<file path="config.mk">
export PLATFORM = sky130hd
export DESIGN_NAME = fhq_host
export DESIGN_NICKNAME = d
export VERILOG_FILES = /design/src/hw/fhq_pkg.sv /design/src/hw/fhq_bus_cycle.sv /design/src/hw/fhq_host.sv
export VERILOG_INCLUDE_DIRS = /design/src /design/src/hw
export SDC_FILE = /design/constraint.sdc
export NUM_CORES = 1
export LEC_CHECK = 0
export BUFFER_PORTS_ARGS = -buffer_cell sky130_fd_sc_hd__buf_2
export CORE_MARGIN = 10
export CORE_UTILIZATION = 39
export CTS_CLUSTER_SIZE = 28
export DETAILED_ROUTE_END_ITERATION = 12
export PLACE_DENSITY = 0.67
export SYNTH_ARGS = -nofsm -noshare
export SYNTH_HDL_FRONTEND = slang
export SYNTH_HIERARCHICAL = 1
export SYNTH_SLANG_ARGS = --single-unit
</file>
<file path="constraint.sdc">
create_clock -name clk -period 2.1 [get_ports clk]
set_clock_uncertainty 0.1 [all_clocks]
set_input_delay 0.105 -clock clk [delete_from_list [all_inputs] [get_ports clk]]
set_output_delay 0.105 -clock clk [all_outputs]
set_load 0.005 [all_outputs]
</file>
<file path="src/hw/fhq_defs.svh">
// Constants for the flash host sequencer: register map, bit fields, timing.
// Assumes a 250 MHz system clock and a word-mode (x16) flash bus.
`ifndef FHQ_DEFS_SVH
`define FHQ_DEFS_SVH

// Register offsets (byte addresses on the software port)
`define FHQ_REG_CTRL 8'h00
`define FHQ_REG_ADDR 8'h04
`define FHQ_REG_WDATA 8'h08
`define FHQ_REG_STATUS 8'h0c
`define FHQ_REG_RDATA 8'h10
`define FHQ_REG_PIN 8'h14

// Control field: operation code in bits 2:0, write starts it
`define FHQ_CTRL_OP_HI 2
`define FHQ_CTRL_OP_LO 0

// Status bit positions
`define FHQ_ST_BUSY 0
`define FHQ_ST_DONE 1
`define FHQ_ST_FAIL 2
`define FHQ_ST_TMO 3
`define FHQ_ST_MISMATCH 4
`define FHQ_ST_READY 5
`define FHQ_ST_HIDDEN 6

// Pin control: bit 0 holds the flash reset pin low
`define FHQ_PIN_RST 0

// Status word bit positions on the flash data bus
`define FHQ_DQ_POLL 7
`define FHQ_DQ_TOGGLE 6
`define FHQ_DQ_TIMEOUT 5
`define FHQ_DQ_ERASE_TMR 3
`define FHQ_DQ_TOGGLE2 2

// Unlock handshake of a command sequence
`define FHQ_UNLOCK_ADDR1 20'h00555
`define FHQ_UNLOCK_ADDR2 20'h002aa
`define FHQ_UNLOCK_DATA1 16'h00aa
`define FHQ_UNLOCK_DATA2 16'h0055

// Mode command codes tracked by the host
`define FHQ_CMD_HIDDEN_ENTER 16'h0088
`define FHQ_CMD_HIDDEN_EXIT 16'h0090
`define FHQ_CMD_RESET 16'h00f0

// Timing: the figure in ns, then cycles derived at the clock rate
`define FHQ_CLK_NS 4
`define FHQ_T_ACC_NS 70
`define FHQ_T_SETUP_NS 10
`define FHQ_T_WPULSE_NS 40
`define FHQ_T_HOLD_NS 20
`define FHQ_ACC_CYC ((`FHQ_T_ACC_NS + `FHQ_CLK_NS - 1) / `FHQ_CLK_NS)
`define FHQ_SETUP_CYC ((`FHQ_T_SETUP_NS + `FHQ_CLK_NS - 1) / `FHQ_CLK_NS)
`define FHQ_WPULSE_CYC ((`FHQ_T_WPULSE_NS + `FHQ_CLK_NS - 1) / `FHQ_CLK_NS)
`define FHQ_HOLD_CYC ((`FHQ_T_HOLD_NS + `FHQ_CLK_NS - 1) / `FHQ_CLK_NS)
// Two synchroniser stages sit between the data pins and the sample point
`define FHQ_SYNC_CYC 2

`endif

</file>
<file path="src/hw/fhq_pkg.sv">
// Types shared by the flash host sequencer and its bus-cycle engine.
// Assumes fhq_defs.svh holds all numeric constants.
package fhq_pkg;
  // One flash bus cycle request
  typedef struct packed {
    logic wr;
    logic [19:0] addr;
    logic [15:0] data;
  } fhq_cyc_s;

  // Operations that software may start
  typedef enum logic [2:0] {
    FHQ_OP_WRITE = 3'h0,
    FHQ_OP_READ = 3'h1,
    FHQ_OP_SEQ = 3'h2,
    FHQ_OP_POLL = 3'h3,
    FHQ_OP_VERIFY = 3'h4
  } fhq_op_e;

  // Sequencer states
  typedef enum {FHQ_IDLE, FHQ_ISSUE, FHQ_WAIT} fhq_state_e;

  // Bus-cycle engine phases
  typedef enum {FHQ_PH_IDLE, FHQ_PH_SETUP, FHQ_PH_PULSE, FHQ_PH_HOLD} fhq_phase_e;
endpackage

</file>
<file path="src/hw/fhq_bus_cycle.sv">
// One asynchronous flash bus cycle: setup, strobe pulse, hold.
// Assumes din is already synchronised to clk by the caller.
`include "fhq_defs.svh"
module fhq_bus_cycle #(
  parameter int SETUP = `FHQ_SETUP_CYC,
  parameter int RPULSE = `FHQ_ACC_CYC + `FHQ_SYNC_CYC,
  parameter int WPULSE = `FHQ_WPULSE_CYC,
  parameter int HOLD = `FHQ_HOLD_CYC
) (
  input wire logic clk,
  input wire logic reset_n,
  input wire logic start,
  input fhq_pkg::fhq_cyc_s req,
  input wire logic [15:0] din,
  output logic done,
  output logic [15:0] rdata,
  output logic ce_n,
  output logic oe_n,
  output logic we_n,
  output logic [19:0] addr,
  output logic [15:0] dout,
  output logic dout_oe
);
  // Refuse timings the 8-bit phase counter cannot hold
  initial begin
    if (SETUP < 1 || RPULSE < 1 || WPULSE < 1 || HOLD < 1 || RPULSE > 255 || WPULSE > 255 ||
        SETUP > 255 || HOLD > 255) begin
      $error("fhq_bus_cycle: phase length out of range");
    end
  end

  fhq_pkg::fhq_phase_e phase; // Current phase
  logic [7:0] cnt; // Cycles spent in phase
  logic is_wr; // Latched direction

  // Phase sequencing; the strobe only moves after address and data have settled
  always_ff @(posedge clk) begin
    if (!reset_n) begin
      phase <= fhq_pkg::FHQ_PH_IDLE;
      cnt <= 8'h00;
      is_wr <= 1'b0;
    end else begin
      case (phase)
        fhq_pkg::FHQ_PH_IDLE: begin
          cnt <= 8'h00;
          if (start) begin
            phase <= fhq_pkg::FHQ_PH_SETUP;
            is_wr <= req.wr;
          end
        end
        fhq_pkg::FHQ_PH_SETUP: begin
          cnt <= cnt + 8'h01;
          if (cnt == 8'(SETUP - 1)) begin
            phase <= fhq_pkg::FHQ_PH_PULSE;
            cnt <= 8'h00;
          end
        end
        fhq_pkg::FHQ_PH_PULSE: begin
          cnt <= cnt + 8'h01;
          if (cnt == (is_wr ? 8'(WPULSE - 1) : 8'(RPULSE - 1))) begin
            phase <= fhq_pkg::FHQ_PH_HOLD;
            cnt <= 8'h00;
          end
        end
        fhq_pkg::FHQ_PH_HOLD: begin
          cnt <= cnt + 8'h01;
          if (cnt == 8'(HOLD - 1)) begin
            phase <= fhq_pkg::FHQ_PH_IDLE;
          end
        end
        default: phase <= fhq_pkg::FHQ_PH_IDLE;
      endcase
    end
  end

  // Pin drivers; write-enable rises before hold so the device latches on its rising edge
  always_ff @(posedge clk) begin
    if (!reset_n) begin
      ce_n <= 1'b1;
      oe_n <= 1'b1;
      we_n <= 1'b1;
      addr <= 20'h00000;
      dout <= 16'h0000;
      dout_oe <= 1'b0;
    end else begin
      if (phase == fhq_pkg::FHQ_PH_IDLE && start) begin
        addr <= req.addr;
        dout <= req.data;
        dout_oe <= req.wr;
        ce_n <= 1'b0;
      end else if (phase == fhq_pkg::FHQ_PH_SETUP && cnt == 8'(SETUP - 1)) begin
        oe_n <= is_wr;
        we_n <= !is_wr;
      end else if (phase == fhq_pkg::FHQ_PH_PULSE && cnt == (is_wr ? 8'(WPULSE - 1) : 8'(RPULSE - 1))) begin
        oe_n <= 1'b1;
        we_n <= 1'b1;
      end else if (phase == fhq_pkg::FHQ_PH_HOLD && cnt == 8'(HOLD - 1)) begin
        ce_n <= 1'b1;
        dout_oe <= 1'b0;
      end
    end
  end

  // Read data is sampled in the last strobe cycle, after access time plus sync delay
  always_ff @(posedge clk) begin
    if (!reset_n) begin
      rdata <= 16'h0000;
    end else if (phase == fhq_pkg::FHQ_PH_PULSE && !is_wr && cnt == 8'(RPULSE - 1)) begin
      rdata <= din;
    end
  end

  // Completion pulse at the end of hold
  always_ff @(posedge clk) begin
    if (!reset_n) begin
      done <= 1'b0;
    end else begin
      done <= (phase == fhq_pkg::FHQ_PH_HOLD && cnt == 8'(HOLD - 1));
    end
  end
endmodule // fhq_bus_cycle

</file>
<file path="src/hw/fhq_host.sv">
// Host-side sequencer for a parallel NOR flash: command sequences, reads,
// status polling and read-back verification over the flash pins.
// Assumes a word-mode flash, a 250 MHz clk and a pull-up on the ready/busy wire.
//
// Function
// Device holds one separate 64-Kbyte hidden block
// Host enters and exits hidden mode by commands
// Hidden program/erase use ordinary embedded sequences
// Hidden protect uses logic-high reset pin level
// Protected hidden block stays protected forever
// Hidden block sits at top or bottom
// Query command then reads; reset command leaves
// Query signature at 10H-12H, pointer at 15H
// Supply entries: volts and tenths nibble encoding
// Timeout entries are power-of-two exponents
// Size entry and x8/x16 interface code
// Four erase regions: count-1 and size/256
// Unlock required; erase suspend read and write
// Protect, unprotect, no burst; program suspend
// Boot flag 2 bottom, 3 top
// Status read with ordinary read timing
// Device self-returns; host verifies by read-back
// Programming status: poll, toggle, zero bits
// Erase status: timer bit marks erase start
// Erase-suspend read returns status or data
// Time limit exceeded sets timeout bit
// Done returns data; bits 0,1,4 zero
// Poll bit inverts data until done
// Toggle bit flips each read while busy
// Erase begins 50 us after last command
//
// The address-and-strobe port and the register offsets were chosen for this implementation.
`include "fhq_defs.svh"
module fhq_host #(
  parameter int POLL_MAX = 65535 // Toggle-read pairs before giving up
) (
  input wire logic clk,
  input wire logic reset_n,
  // Software port
  input wire logic [7:0] sw_addr,
  input wire logic [31:0] sw_wdata,
  input wire logic sw_wr,
  input wire logic sw_rd,
  output logic [31:0] sw_rdata,
  // Flash pins
  output logic flash_ce_n,
  output logic flash_oe_n,
  output logic flash_we_n,
  output logic flash_reset_n,
  output logic [19:0] flash_addr,
  output logic [15:0] flash_dq_out,
  output logic flash_dq_oe,
  input wire logic [15:0] flash_dq_in,
  input wire logic ready_busy_in
);
  // Poll count must fit its 17-bit counter
  initial begin
    if (POLL_MAX < 1 || POLL_MAX > 131071) begin
      $error("fhq_host: POLL_MAX out of range");
    end
  end

  fhq_pkg::fhq_state_e state; // Sequencer state
  fhq_pkg::fhq_op_e op; // Operation in progress
  logic [1:0] step; // Position within an operation
  logic [16:0] poll_cnt; // Toggle pairs seen so far
  logic [19:0] addr_reg; // Target address
  logic [15:0] wdata_reg; // Data or command code
  logic [15:0] rdata_reg; // Last data read from flash
  logic [15:0] first_rd; // Earlier read of a toggle pair
  logic done_flag, fail_flag, tmo_flag, mismatch_flag; // Sticky results
  logic hidden_mode; // Host's view of the device mode
  logic pin_rst; // Software-held flash reset
  logic [15:0] dq_meta, dq_sync; // Data pin synchroniser
  logic rb_meta, rb_sync; // Ready/busy synchroniser
  logic cyc_start; // Request pulse to the cycle engine
  fhq_pkg::fhq_cyc_s cyc_req; // Request contents
  logic cyc_done; // Cycle finished
  logic [15:0] cyc_rdata; // Data of the finished read
  logic go; // Start request from software
  logic toggled; // Toggle bit differs between two reads

  assign go = sw_wr && sw_addr == `FHQ_REG_CTRL && state == fhq_pkg::FHQ_IDLE;
  // Busy if the toggle bit moved between consecutive reads
  assign toggled = first_rd[`FHQ_DQ_TOGGLE] != cyc_rdata[`FHQ_DQ_TOGGLE];

  // Two flip-flops on every pin input; only the second stage is read
  always_ff @(posedge clk) begin
    if (!reset_n) begin
      dq_meta <= 16'h0000;
      dq_sync <= 16'h0000;
      rb_meta <= 1'b1;
      rb_sync <= 1'b1;
    end else begin
      dq_meta <= flash_dq_in;
      dq_sync <= dq_meta;
      rb_meta <= ready_busy_in;
      rb_sync <= rb_meta;
    end
  end

  // Status is read with ordinary read timing, so one engine serves all cycles
  fhq_bus_cycle u_cycle (
    .clk(clk),
    .reset_n(reset_n),
    .start(cyc_start),
    .req(cyc_req),
    .din(dq_sync),
    .done(cyc_done),
    .rdata(cyc_rdata),
    .ce_n(flash_ce_n),
    .oe_n(flash_oe_n),
    .we_n(flash_we_n),
    .addr(flash_addr),
    .dout(flash_dq_out),
    .dout_oe(flash_dq_oe)
  );

  // Software-written settings
  always_ff @(posedge clk) begin
    if (!reset_n) begin
      addr_reg <= 20'h00000;
      wdata_reg <= 16'h0000;
      pin_rst <= 1'b0;
    end else if (sw_wr) begin
      case (sw_addr)
        `FHQ_REG_ADDR: addr_reg <= sw_wdata[19:0];
        `FHQ_REG_WDATA: wdata_reg <= sw_wdata[15:0];
        `FHQ_REG_PIN: pin_rst <= sw_wdata[`FHQ_PIN_RST];
        default: ;
      endcase
    end
  end

  // Reset pin sits at logic high unless software asks for a hardware reset or the host itself is in reset;
  // the host never raises it above that level, so hidden protect is as required
  always_ff @(posedge clk) begin
    if (!reset_n) begin
      flash_reset_n <= 1'b0;
    end else begin
      flash_reset_n <= !pin_rst;
    end
  end

  // Cycle request builder
  always_ff @(posedge clk) begin
    if (!reset_n) begin
      cyc_start <= 1'b0;
      cyc_req <= '0;
    end else begin
      cyc_start <= (state == fhq_pkg::FHQ_ISSUE);
      if (state == fhq_pkg::FHQ_ISSUE) begin
        cyc_req.wr <= (op == fhq_pkg::FHQ_OP_WRITE || op == fhq_pkg::FHQ_OP_SEQ);
        cyc_req.addr <= addr_reg;
        cyc_req.data <= wdata_reg;
        if (op == fhq_pkg::FHQ_OP_SEQ) begin
          // Two unlock writes, then the command code
          case (step)
            2'h0: begin
              cyc_req.addr <= `FHQ_UNLOCK_ADDR1;
              cyc_req.data <= `FHQ_UNLOCK_DATA1;
            end
            2'h1: begin
              cyc_req.addr <= `FHQ_UNLOCK_ADDR2;
              cyc_req.data <= `FHQ_UNLOCK_DATA2;
            end
            default: begin
              cyc_req.addr <= `FHQ_UNLOCK_ADDR1;
              cyc_req.data <= wdata_reg;
            end
          endcase
        end
      end
    end
  end

  // Operation sequencer
  always_ff @(posedge clk) begin
    if (!reset_n) begin
      state <= fhq_pkg::FHQ_IDLE;
      op <= fhq_pkg::FHQ_OP_WRITE;
      step <= 2'h0;
      poll_cnt <= 17'h00000;
      first_rd <= 16'h0000;
    end else begin
      case (state)
        fhq_pkg::FHQ_IDLE: begin
          if (go) begin
            op <= fhq_pkg::fhq_op_e'(sw_wdata[`FHQ_CTRL_OP_HI:`FHQ_CTRL_OP_LO]);
            step <= 2'h0;
            poll_cnt <= 17'h00000;
            state <= fhq_pkg::FHQ_ISSUE;
          end
        end
        fhq_pkg::FHQ_ISSUE: state <= fhq_pkg::FHQ_WAIT;
        fhq_pkg::FHQ_WAIT: begin
          if (cyc_done) begin
            state <= fhq_pkg::FHQ_IDLE;
            case (op)
              fhq_pkg::FHQ_OP_SEQ: begin
                if (step != 2'h2) begin
                  step <= step + 2'h1;
                  state <= fhq_pkg::FHQ_ISSUE;
                end
              end
              fhq_pkg::FHQ_OP_POLL: begin
                first_rd <= cyc_rdata;
                if (step == 2'h0 || step == 2'h2) begin
                  // First read of a pair
                  step <= step + 2'h1;
                  state <= fhq_pkg::FHQ_ISSUE;
                end else if (step == 2'h1 && toggled && poll_cnt != 17'(POLL_MAX - 1)) begin
                  poll_cnt <= poll_cnt + 17'h00001;
                  // Timeout seen: one more pair decides pass or fail
                  step <= cyc_rdata[`FHQ_DQ_TIMEOUT] ? 2'h2 : 2'h1;
                  state <= fhq_pkg::FHQ_ISSUE;
                end
              end
              default: ;
            endcase
          end
        end
        default: state <= fhq_pkg::FHQ_IDLE;
      endcase
    end
  end

  // Result flags; a new start clears them, and completion can't meet a start
  // because starts are refused while busy
  always_ff @(posedge clk) begin
    if (!reset_n) begin
      done_flag <= 1'b0;
      fail_flag <= 1'b0;
      tmo_flag <= 1'b0;
      mismatch_flag <= 1'b0;
      rdata_reg <= 16'h0000;
    end else if (go) begin
      done_flag <= 1'b0;
      fail_flag <= 1'b0;
      tmo_flag <= 1'b0;
      mismatch_flag <= 1'b0;
    end else if (state == fhq_pkg::FHQ_WAIT && cyc_done) begin
      if (op == fhq_pkg::FHQ_OP_READ || op == fhq_pkg::FHQ_OP_VERIFY || op == fhq_pkg::FHQ_OP_POLL) begin
        rdata_reg <= cyc_rdata;
      end
      if (op == fhq_pkg::FHQ_OP_WRITE || op == fhq_pkg::FHQ_OP_READ || (op == fhq_pkg::FHQ_OP_SEQ && step == 2'h2)) begin
        done_flag <= 1'b1;
      end
      // Confirm the operation by comparing read-back with the intended data
      if (op == fhq_pkg::FHQ_OP_VERIFY) begin
        done_flag <= 1'b1;
        mismatch_flag <= (cyc_rdata != wdata_reg);
        fail_flag <= (cyc_rdata != wdata_reg);
      end
      if (op == fhq_pkg::FHQ_OP_POLL && step == 2'h1) begin
        if (!toggled) begin
          done_flag <= 1'b1; // Toggling stopped: device back in read mode
        end else if (!cyc_rdata[`FHQ_DQ_TIMEOUT] && poll_cnt == 17'(POLL_MAX - 1)) begin
          done_flag <= 1'b1;
          fail_flag <= 1'b1; // Gave up waiting
        end
      end
      if (op == fhq_pkg::FHQ_OP_POLL && step == 2'h3) begin
        done_flag <= 1'b1;
        // Still toggling after timeout: operation failed
        fail_flag <= toggled;
        tmo_flag <= toggled;
      end
    end
  end

  // Mode tracking: entry and exit commands move hidden mode; reset also leaves it
  always_ff @(posedge clk) begin
    if (!reset_n) begin
      hidden_mode <= 1'b0;
    end else if (!flash_reset_n) begin
      hidden_mode <= 1'b0;
    end else if (state == fhq_pkg::FHQ_WAIT && cyc_done && op == fhq_pkg::FHQ_OP_SEQ && step == 2'h2) begin
      if (wdata_reg == `FHQ_CMD_HIDDEN_ENTER) begin
        hidden_mode <= 1'b1;
      end else if (wdata_reg == `FHQ_CMD_HIDDEN_EXIT || wdata_reg == `FHQ_CMD_RESET) begin
        hidden_mode <= 1'b0;
      end
    end
  end

  // Read data one cycle after the read strobe; unmapped reads return zero
  always_ff @(posedge clk) begin
    if (!reset_n) begin
      sw_rdata <= 32'h00000000;
    end else if (sw_rd) begin
      case (sw_addr)
        `FHQ_REG_ADDR: sw_rdata <= {12'h000, addr_reg};
        `FHQ_REG_WDATA: sw_rdata <= {16'h0000, wdata_reg};
        `FHQ_REG_STATUS: sw_rdata <= {25'h0000000, hidden_mode, rb_sync, mismatch_flag, tmo_flag, fail_flag,
                                      done_flag, state != fhq_pkg::FHQ_IDLE};
        `FHQ_REG_RDATA: sw_rdata <= {16'h0000, rdata_reg};
        `FHQ_REG_PIN: sw_rdata <= {31'h00000000, pin_rst};
        default: sw_rdata <= 32'h00000000;
      endcase
    end else begin
      sw_rdata <= 32'h00000000;
    end
  end
endmodule // fhq_host

</file>
# Yosys cells after proc, flatten, opt, wreduce, memory -nomap -nowiden
# Cells that the tools add are included.
# Widths: inputs -> output; s select.
[op_classes]
n_eq_ne = 48
addsub = 3
reduce_logical = 59
n_bitwise = 3
mux = 57
[ops]
columns = ["operator", "n"]
rows = [
  ["$mux 32", 6],
  ["$eq 32x2->1 const B", 5],
  ["$logic_not 32->1", 4],
  ["$pmux 32 s4", 1],
  ["$pmux 20 s5", 1],
  ["$eq 32x3->1 const B", 3],
  ["$pmux 32 s3", 1],
  ["$mux 17", 5],
  ["$eq 32x1->1 const B", 2],
  ["$pmux 27 s2", 1],
  ["$eq 16x8->1 const B", 3],
  ["$mux 36", 1],
  ["$pmux 17 s2", 1],
  ["$pmux 8 s4", 1],
  ["$reduce_bool 32->1", 1],
  ["$mux 1", 27],
  ["$eq 8x5->1 const B", 3],
  ["$reduce_and 2->1", 12],
  ["$add 17x1->17 const B", 1],
  ["$eq 17x16->1 const B", 1],
  ["$logic_and 1x1->1", 17],
  ["$ne 17x16->1 const B", 1],
  ["$eq 8x3->1 const B", 2],
  ["$eq 8x4->1 const B", 2],
  ["32 further kinds", 68],
]
[totals]
output_inout_bits = 73
regBits = 322
input_bits = 61

# Depth between registers and ports, before layout
# Gate-level depths: netlist of the first run.
[logic_depth]
ltp_word = 9
mapped_depth = 10

# By module
# Netlist of the first run, hierarchy kept.
[modules_own_cells]
columns = ["mod", "instances", "area_per_inst_um2", "cells_per_inst"]
rows = [
  ["fhq_host", 1, 7065.5, 779],
  ["fhq_bus_cycle", 1, 2768.9, 325],
]

# Worst setup path before layout of the first run
# Ideal clock, no wire load.
[synth_timing]
path_type = "reg2reg"
from = "register step[0]"
to = "register poll_cnt[2]"
stages_incl_launch_ff = 7
setup_time_ps = 70
t_arrival_ps = 1907
synth_period_minus_slack_ps = 2078
path_slack_ps = 22
n_path_buf = 1
cell_sequence = "dfxtp_1 > inv_1 > ha_1 > o41a_1 > buf_2 > or3_1 > a21oi_1"
[synth_via]
elab_chain_len = 5
elab_cells_between_ends = 9
[synth_rtl]
columns = ["item", "line_no", "source"]
rows = [
  ["from (decl)", "fhq_host.sv:65", "logic [1:0] step;"],
  ["from (signal assigned)", "fhq_host.sv:202", "step <= step + 2'h1;"],
  ["from (signal assigned)", "fhq_host.sv:210", "step <= step + 2'h1;"],
  ["from (signal assigned)", "fhq_host.sv:215", "step <= cyc_rdata[`FHQ_DQ_TIMEOUT] ? 2'h2 : 2'h1;"],
  ["$eq 2x1->1", "fhq_host.sv:212", "end else if (step == 2'h1 && toggled && poll_cnt != 17'(POLL_MAX - 1)) begin"],
  ["$logic_and 1x1->1 (2 in a row)", "fhq_host.sv:212", ""],
  ["$ne 2x2->1 (no line)", "-", ""],
  ["$reduce_and 6->1 (no line) *", "-", ""],
  ["to (signal assigned)", "fhq_host.sv:213", "poll_cnt <= poll_cnt + 17'h00001;"],
  ["to (decl)", "fhq_host.sv:66", "logic [16:0] poll_cnt;"],
]
# Every way passes the cells marked *; elsewhere a longest branch is shown, timed or not.
# A chain may end at the register's enable or synchronous reset.

# Worst setup path after layout of the first run
[layout_timing]
from = "register poll_cnt[0]"
to = "register poll_cnt[15]"
[layout_via]
elab_chain_len = 6
elab_cells_between_ends = 10
[layout_rtl]
columns = ["item", "line_no", "source"]
rows = [
  ["$add 17x1->17", "fhq_host.sv:213", ""],
  ["$mux 17", "fhq_host.sv:212", ""],
  ["$mux 17", "fhq_host.sv:208", "if (step == 2'h0 || step == 2'h2) begin"],
  ["$mux 17", "fhq_host.sv:199", "case (op)"],
  ["$mux 17", "fhq_host.sv:197", "if (cyc_done) begin"],
  ["$pmux 17 s2", "fhq_host.sv:186", "case (state)"],
]
# Several ways; a longest one is shown, not always the timed one. The select of a mux whose other input is x is not followed.

==> results of run 1 <==
area by class of cell:
| cell class | count | area share |
|---|---|---|
| Sequential cell | 244 | 0.387 |
| Multi-Input combinational cell | 778 | 0.370 |
| Timing Repair Buffer | 241 | 0.134 |
| Clock buffer | 40 | 0.0619 |
| Tap cell | 330 | 0.0326 |
| Clock inverter | 6 | 0.0105 |
| Inverter | 14 | 0.00415 |
placed cells by master, fill, tap and decap left out, types with 5 or more instances in the layout:
| cell type | netlist | routed |
|---|---|---|
| clkbuf_1 | 53 | 7 |
| buf_4 | 14 | 86 |
| a222oi_1 | 15 | 15 |
| o21ai_0 | 31 | 30 |
| nor3_1 | 8 | 8 |
| nor2_1 | 100 | 100 |
| a22oi_1 | 8 | 8 |
| a21oi_1 | 138 | 134 |
| nand2_1 | 170 | 170 |
| dlygate4sd3_1 | 0 | 40 |
| nand4_1 | 18 | 18 |
| or3_1 | 9 | 7 |
| inv_1 | 12 | 10 |
| dfxtp_1 | 244 | 230 |
| and2_1 | 41 | 41 |
| nor4_1 | 5 | 5 |
| o211ai_1 | 8 | 8 |
| clkbuf_16 | 0 | 27 |
| conb_1 | 1 | 12 |
| clkbuf_8 | 0 | 6 |
| dfxtp_2 | 0 | 13 |
| nand3_1 | 27 | 25 |
| mux2i_1 | 52 | 52 |
| nand2b_1 | 7 | 7 |
| xnor2_1 | 17 | 17 |
| ha_1 | 14 | 9 |
| buf_2 | 9 | 109 |
| o21ai_1 | 5 | 5 |
final timing paths:
kind / from / to / slack, ps / depth (start not counted)
worst max register to register: poll_cnt[0]$_SDFFE_PN0P_ / poll_cnt[15]$_SDFFE_PN0P_ / 20 / 7
worst min-delay path: sw_addr[4] / pin_rst$_SDFFE_PN0P_ / 30 / 5
worst max-delay path: poll_cnt[0]$_SDFFE_PN0P_ / poll_cnt[15]$_SDFFE_PN0P_ / 20 / 7
worst min register to register: rb_meta$_SDFF_PN1_ / rb_sync$_SDFF_PN1_ / 320 / 1
worst reg2reg max path, cell delays in order, from the launching register on:
cell	delay, ps
dfxtp_2	340
inv_2	50
ha_4	150
nand4b_1	130
nor4_4	70
o41a_1	510
or4_1	530
a21oi_2	140
metal layers:
layer,vias to the layer above,part of all wire,global-route usage
met3,53,0.066,0.0312
met2,302,0.46,0.277
li1,4240,-,-
met5,-,0,0
met1,4086,0.45,0.225
met4,0,0.027,0.0537
synth_stat cells (7+ instances only):
master	instances	area [um2]
dfxtp_1	244	4880
nand2_1	170	638
a21oi_1	138	691
nor2_1	100	375
clkbuf_1	53	199
mux2i_1	52	521
and2_1	41	257
o21ai_0	31	155
nand3_1	27	135
nand4_1	18	113
xnor2_1	17	149
a222oi_1	15	150
buf_4	14	105
ha_1	14	175
inv_1	12	45.0
buf_2	9	45.0
or3_1	9	56.3
a22oi_1	8	60.1
nor3_1	8	40.0
o211ai_1	8	60.1
nand2b_1	7	43.8
timing repair:
item	4_1_cts	5_1_grt
hold endpoints to repair	77	0
setup buffers	3	7
setup endpoints to repair	14	18
gates resized for setup	11	33
hold buffers	40	0
pin swaps	3	14
cloned	1	0
per-stage QoR:
step	TNS, ps	hold slack [ps]	instance area [um2]	util	cells
after global routing	-226	64.7	12700	0.508	1653
final	0	31.8	12700	0.508	1653
after detailed placement	-794	215	11100	0.446	1556
after global placement	-11.1	217	11100	0.446	1556
after CTS	-19.1	17.9	12500	0.502	1646
after floorplan	0	66.9	9880	-	1115
where the power goes:
part | internal [W] | leakage, nW | switching (W)
Clock | 0.00305 | 0.445 | 0.00183
Sequential | 0.00467 | 1.98 | 0.0000170
Combinational | 0.000235 | 2.48 | 0.000306
cell families (layout without fill, tap and decap cells):
| logic type | Yosys count | in the layout | synth area share |
|---|---|---|---|
| DFF | 244 | 244 | 0.497 |
| adders and majority gates | 14 | 14 | 0.0178 |
| xor gates and xnor gates | 18 | 18 | 0.0160 |
| other | 1 | 12 | 0.000381 |
| muxes | 53 | 53 | 0.0541 |
| buffers and inverters | 94 | 301 | 0.0431 |
| AOI/OAI and AO/OA | 249 | 250 | 0.157 |
| and+or+nand+nor | 431 | 431 | 0.215 |
==> results.json, run 1 <==
{
  "cp_max_fo": 6,
  "drc": 0,
  "dr.pass1.iters": 8,
  "die_y_um": 179,
  "slowest_delay_ps": 530,
  "fill_cells": 2308,
  "arrival_ps": 2440,
  "final_antenna_net_count": 0,
  "powerDensity_mw_per_mm2": 797,
  "fmax_ghz": 0.481,
  "synthesis.area_mm2": 0.00983,
  "rows": 58,
  "ys_ff_latch": 244,
  "crit_path_cell_trace": "inv_2, ha_4, nand4b_1, nor4_4, o41a_1, or4_1, a21oi_2",
  "multi_input_area_mm2": 0.00469,
  "largest_reg_flops": 37,
  "finalMaxSlewViolations": 0,
  "status": "completed",
  "p_leak_nw": 4.91,
  "cts_sinks": 244,
  "async_flop_share": 0,
  "cp.required_ps": 2460,
  "worst_pin_slew_ps": 965,
  "die_w_um": 179,
  "hpwl_um": 20000,
  "cts_max_level": 1,
  "clk_pin_slew_ps": 60,
  "core_mm2": 0.0250,
  "min_period_ps": 2080,
  "grt_pass1_wl_um": 44200,
  "drive_above_1_share": 0.228,
  "netlist_instances": 1104,
  "synthFlopType": "dfxtp_1",
  "clockBufferDepth": 3,
  "post-route-period-util": 0.991,
  "hold_violations": 0,
  "diodes": 0,
  "routed_via_density": 5.25,
  "min_path_type": "input port to flip-flop",
  "total_power_w": 0.0101,
  "crit_path_end_kind": "flip-flop",
  "relSlewSlack": 0.357,
  "clk_latency_ps": 530,
  "finalNetCount": 1380,
  "vdd_drop_max_mv": 0.503,
  "grt-ovfl-total": 0,
  "antenna_found_initial": 0,
  "fin_ws_ps": 19.5,
  "ioPinCount": 134,
  "syn2layout_area_growth_pct": 28.9,
  "syn_area_per_cell_um2": 8.91,
  "die-area_mm2": 0.0320,
  "worst_setup_path_start_kind": "flip-flop",
  "post-place-ws_ps": -117,
  "synth_edf_count": 0,
  "critical-path-top-delay-family": "simple AND/OR/NAND/NOR gates",
  "synth.distinct_cells": 78,
  "yosys_warnings": 6,
  "ys_seq_area_frac": 0.497,
  "wl_per_cell_um": 17.1,
  "max_cap_viol_count": 0,
  "port_buffers": 109,
  "setup_viol": 0,
  "totalWireLength_um": 28300,
  "via_count": 8681,
  "path_class": "flip-flop to flip-flop",
  "grt_pass1_vias": 8232,
  "cts-root-buf": "clkbuf_16",
  "regMostFlops": "cyc_req",
  "initial_utilization": 0.394,
  "cts_tree": "done",
  "cts_buffers": 26,
  "seqCellArea_mm2": 0.00490,
  "rsz0062_at_grt": "true",
  "gp_congestion": 0.911,
  "slowest_stage": "or4_1",
  "path_buf_inv": 1,
  "grtUsageTotal": 0.171,
  "grt_max_degree": 89,
  "detail_route.iter0.violations": 780
}
(Power assumes the default switching activity.)
==> run 2, diff against run 1 <==
==> constraint.sdc (replaced) <==
create_clock -name clk -period 2.1 [get_ports clk]
set_clock_uncertainty 0.1 [all_clocks]
set_input_delay 0 -clock clk [delete_from_list [all_inputs] [get_ports clk]]
set_output_delay 0 -clock clk [all_outputs]
set_load 0.005 [all_outputs]
==> run 2 against run 1 <==
Against the previous run:
- final cell count down 0.18%
- register-to-register slack about the same
- worst hold slack better by 16 ps
- clock-buffer cell count down 4
- non-clock buffer count down 4
- clock power down 3%
- via count down 0.22%
- highest routed layer unchanged
==> results.json, run 2 (same netlist as run 1, synthesis figures left out) <==
{
  "grt_pass1_vias": 8222,
  "mostFrequentLayoutCells": "dfxtp_1 (238), nand2_1 (170), a21oi_1 (134)",
  "grt_pass1_wl_um": 44000,
  "port_buffers": 109,
  "powerDensity_mw_per_mm2": 790,
  "hold_violations": 0,
  "seqCellArea_mm2": 0.00489,
  "grt_max_degree": 89,
  "crit_path_end_kind": "flip-flop",
  "dr.pass1.iters": 9,
  "cts_buffers": 27,
  "largest_reg_flops": 37,
  "drive_above_1_share": 0.210,
  "cp_max_fo": 5,
  "max_cap_viol_count": 0,
  "cts_tree": "done",
  "clk_latency_ps": 540,
  "cts-root-buf": "clkbuf_16",
  "final_antenna_net_count": 0,
  "ioPinCount": 134,
  "cp.required_ps": 2470,
  "cts_sinks": 244,
  "wl_per_cell_um": 17.0,
  "fin_tns_setup_ps": 0,
  "cts_max_level": 1,
  "rows": 58,
  "syn2layout_area_growth_pct": 28.2,
  "detail_route.iter0.violations": 859,
  "finalNetCount": 1377,
  "vdd_drop_max_mv": 0.492,
  "fill_cells": 2361,
  "grt-ovfl-total": 0,
  "diodes": 0,
  "totalWireLength_um": 28000,
  "grtUsageTotal": 0.168,
  "rsz0062_at_grt": "true",
  "setup_viol": 0,
  "min_path_type": "input port to flip-flop",
  "hpwl_um": 20100,
  "via_count": 8662,
  "die-area_mm2": 0.0320,
  "finalMaxSlewViolations": 0,
  "initial_utilization": 0.394,
  "fmax_ghz": 0.484,
  "worst_pin_slew_ps": 954,
  "clockBufferDepth": 3,
  "drc": 0,
  "r2r_setup_slack_ps": 30,
  "core_mm2": 0.0250,
  "post-route-period-util": 0.985,
  "layout_commonest_cell": "dfxtp_1",
  "regMostFlops": "cyc_req",
  "routed_via_density": 5.25,
  "worst_hold_slack_ps": 48.1,
  "relSlewSlack": 0.364,
  "total_power_w": 0.00996,
  "status": "completed",
  "arrival_ps": 2440,
  "antenna_found_initial": 0,
  "worst_setup_path_start_kind": "flip-flop",
  "die_y_um": 179,
  "multi_input_area_mm2": 0.00467,
  "clk_pin_slew_ps": 60,
  "p_leak_nw": 4.86,
  "die_w_um": 179,
  "path_class": "flip-flop to flip-flop",
  "gp_congestion": 0.915,
  "min_period_ps": 2070
}
[run 2: cell types whose count changed in the layout (fill, tap and decap cells not counted), sizes merged]
cell | before | now
dlygate4sd3 | 40 | 49
clkbuf | 40 | 36
inv | 13 | 15
bufinv | 4 | 3
buf | 201 | 188
clkinv | 2 | 5
clkinvlp | 1 | 2
[run 2: metrics by stage]
step	area [um2]	setup WS (ps)	instances	util
final	12600	32.4	1650	0.505
after global routing	12600	-46.3	1650	0.505
after CTS	12500	1.35	1648	0.502
after detailed placement	11100	-23.1	1551	0.445
after global placement	11100	31.1	1551	0.445
after floorplan	9880	22.0	1115	-
[run 2: area by class of cell]
type	count	share of cell area
timing repair buffer	237	0.134
multi-input combinational	778	0.370
tap	330	0.0327
clock buffer	36	0.0594
clock inverter	11	0.0116
sequential	244	0.388
inverter	14	0.00417
[run 2: worst max-delay path, stage by stage (launching register included)]
cell and delay [ps]:
dfxtp_2 340, inv_2 80, ha_1 220, nand3_2 130, o41a_1 440, or4_4 570, a21oi_2 120
[run 2: worst paths after layout]
path                        start                        end  cells past startpoint
max          step[1]$_SDFFE_PN0P_  poll_cnt[15]$_SDFFE_PN0P_                      6
min                    sw_addr[7]   poll_cnt[0]$_SDFFE_PN0P_                      7
max reg2reg  step[1]$_SDFFE_PN0P_  poll_cnt[15]$_SDFFE_PN0P_                      6
min reg2reg    rb_meta$_SDFF_PN1_         rb_sync$_SDFF_PN1_                      1
[run 2: report_power, final]
part / switching (W) / leakage, nW / internal, W
combinational: 0.000293 / 2.45 / 0.000239
sequential: 0.0000174 / 1.98 / 0.00467
clock: 0.00187 / 0.435 / 0.00287
[run 2: repair_timing]
item,in CTS,in global routing
setup endpoints to repair,10,22
cloned,1,0
buffers inserted,0,2
hold buffers,49,0
pin swaps,2,7
resized for setup,4,24
hold endpoints to repair,92,0
[run 2: routing by layer]
layer  vias to the layer above  global-route usage  share of wire
met1                      4047               0.220           0.44
met2                       316               0.278           0.46
met5                         -                   0              0
met4                         0              0.0544          0.029
met3                        56              0.0272          0.072
li1                       4243                   -              -
==> run 3, diff against run 2 <==
--- a/config.mk
+++ b/config.mk
@@ -9,9 +9,11 @@
 export BUFFER_PORTS_ARGS = -buffer_cell sky130_fd_sc_hd__buf_2
 export CORE_MARGIN = 10
 export CORE_UTILIZATION = 39
+export CTS_CLUSTER_DIAMETER = 80
 export CTS_CLUSTER_SIZE = 28
 export DETAILED_ROUTE_END_ITERATION = 12
 export PLACE_DENSITY = 0.67
+export REMOVE_ABC_BUFFERS = 1
 export SYNTH_ARGS = -nofsm -noshare
 export SYNTH_HDL_FRONTEND = slang
 export SYNTH_HIERARCHICAL = 1
==> run 3 against run 2 <==
Against the previous run:
- clock-buffer cell count decreased by 22
- maximum frequency decreased by 1.5%
- largest cell class unchanged
- combinational power increased by 9.0%
- largest power group is now sequential cells
- cell area decreased by 2.5%
- sequential power about the same
- flip-flop and latch count unchanged
==> results.json, run 3 (same netlist as run 1, synthesis figures left out) <==
{
  "status": "completed",
  "min_path_type": "input port to flip-flop",
  "cp.required_ps": 2440,
  "fill_cells": 2376,
  "powerDensity_mw_per_mm2": 652,
  "total_power_w": 0.00802,
  "min_period_ps": 2100,
  "slowest_delay_ps": 540,
  "path_class": "flip-flop to flip-flop",
  "totalWireLength_um": 27200,
  "drt-met1-wl_um": 12500,
  "clk_latency_ps": 500,
  "cts_sinks": 244,
  "cts_max_level": 1,
  "largest_reg_flops": 37,
  "die_w_um": 179,
  "clk_pin_slew_ps": 100,
  "grtUsageTotal": 0.163,
  "initial_utilization": 0.394,
  "antenna_found_initial": 0,
  "grt_max_degree": 89,
  "grt-ovfl-total": 0,
  "path_buf_inv": 1,
  "p_leak_nw": 4.70,
  "max_cap_viol_count": 0,
  "gp_congestion": 0.873,
  "arrival_ps": 2440,
  "cp_max_fo": 6,
  "drive_above_1_share": 0.211,
  "die_y_um": 179,
  "mostFrequentLayoutCells": "dfxtp_1 (236), nand2_1 (170), a21oi_1 (136)",
  "worst_hold_slack_ps": 74.7,
  "cts-root-buf": "clkbuf_16",
  "core_mm2": 0.0250,
  "wl_per_cell_um": 16.6,
  "drc": 0,
  "detail_route.iter0.violations": 732,
  "slowest_stage": "o41a_1",
  "routed.top_layer": "met4",
  "cts_buffers": 13,
  "via_count": 8482,
  "crit_path_end_kind": "flip-flop",
  "post-route-period-util": 1.00,
  "fin_tns_setup_ps": 0,
  "diodes": 0,
  "grt_pass1_wl_um": 42900,
  "crit_path_cell_trace": "xor2_2, nand3_4, o41a_1, buf_6, or3_4, a21oi_2",
  "die-area_mm2": 0.0320,
  "critical-path-top-delay-family": "compound AO/OA/AOI/OAI gates",
  "fin_ws_ps": 0.488,
  "port_buffers": 109,
  "postLayoutCellArea_mm2": 0.0123,
  "relSlewSlack": 0.371,
  "wl_met2_um": 11900,
  "worst_setup_path_start_kind": "flip-flop",
  "layout_commonest_cell": "dfxtp_1",
  "vdd_drop_max_mv": 0.400,
  "regMostFlops": "cyc_req",
  "clockBufferDepth": 3,
  "ioPinCount": 134,
  "finalNetCount": 1378,
  "fmax_ghz": 0.476,
  "r2r_setup_slack_ps": 0.5,
  "routed_via_density": 5.18,
  "syn2layout_area_growth_pct": 25.0,
  "place_area_mm2": 0.0111,
  "final_antenna_net_count": 0,
  "post-place-ws_ps": -37.1,
  "finalMaxSlewViolations": 0,
  "worst_pin_slew_ps": 943,
  "hpwl_um": 19200,
  "dr.pass1.iters": 8,
  "setup_viol": 0,
  "grt_pass1_vias": 8051,
  "hold_violations": 0,
  "cts_tree": "done",
  "wl_met3_um": 2190,
  "rsz0062_at_grt": "true",
  "rows": 58
}
## run 3: worst register-to-register path, stage by stage, from the launching register on
cell and delay, ps:
dfxtp_1 380, xor2_2 230, nand3_4 120, o41a_1 540
buf_6 190, or3_4 390, a21oi_2 120
## run 3: worst paths after layout
kind,start,end,cells past startpoint
setup / recovery,first_rd[6]$_SDFFE_PN0P_,poll_cnt[9]$_SDFFE_PN0P_,6
setup reg to reg,first_rd[6]$_SDFFE_PN0P_,poll_cnt[9]$_SDFFE_PN0P_,6
hold / removal,sw_addr[6],pin_rst$_SDFFE_PN0P_,6
hold reg to reg,dq_meta[5]$_SDFF_PN0_,dq_sync[5]$_SDFF_PN0_,1
## run 3: through the flow
stage / utilization / cells
5_1_grt: 0.492 / 1638
3_5_place_dp: 0.446 / 1558
6_report: 0.492 / 1638
2_1_floorplan: - / 1035
4_1_cts: 0.485 / 1632
3_3_place_gp: 0.446 / 1558
## run 3: timing repair
item	CTS	global route
resized for setup	6	38
pin swaps	1	16
setup buffers	0	5
gates cloned	1	1
hold endpoints to repair	86	0
hold buffers	53	0
endpoints found under the setup margin	25	39
## run 3: area by class of cell
type,instances,area (um2),area share
Timing Repair Buffer,252,1790,0.145
Clock buffer,14,339,0.0276
Inverter,14,55.1,0.00448
Sequential cell,244,4900,0.398
Tap cell,330,413,0.0336
Clock inverter,6,53.8,0.00438
Multi-Input combinational cell,778,4750,0.386
## run 3: power by group
part	total, W	internal, W	switching, W
clock	0.00276	0.00121	0.00154
sequential	0.00468	0.00466	0.0000172
combinational	0.000580	0.000270	0.000310
total	0.00802	0.00615	0.00187
## run 3: layer usage
layer | vias up | track usage
li1 | 4213 | -
met2 | 283 | 0.253
met3 | 35 | 0.0350
met4 | 0 | 0.0386
met5 | - | 0
met1 | 3951 | 0.227
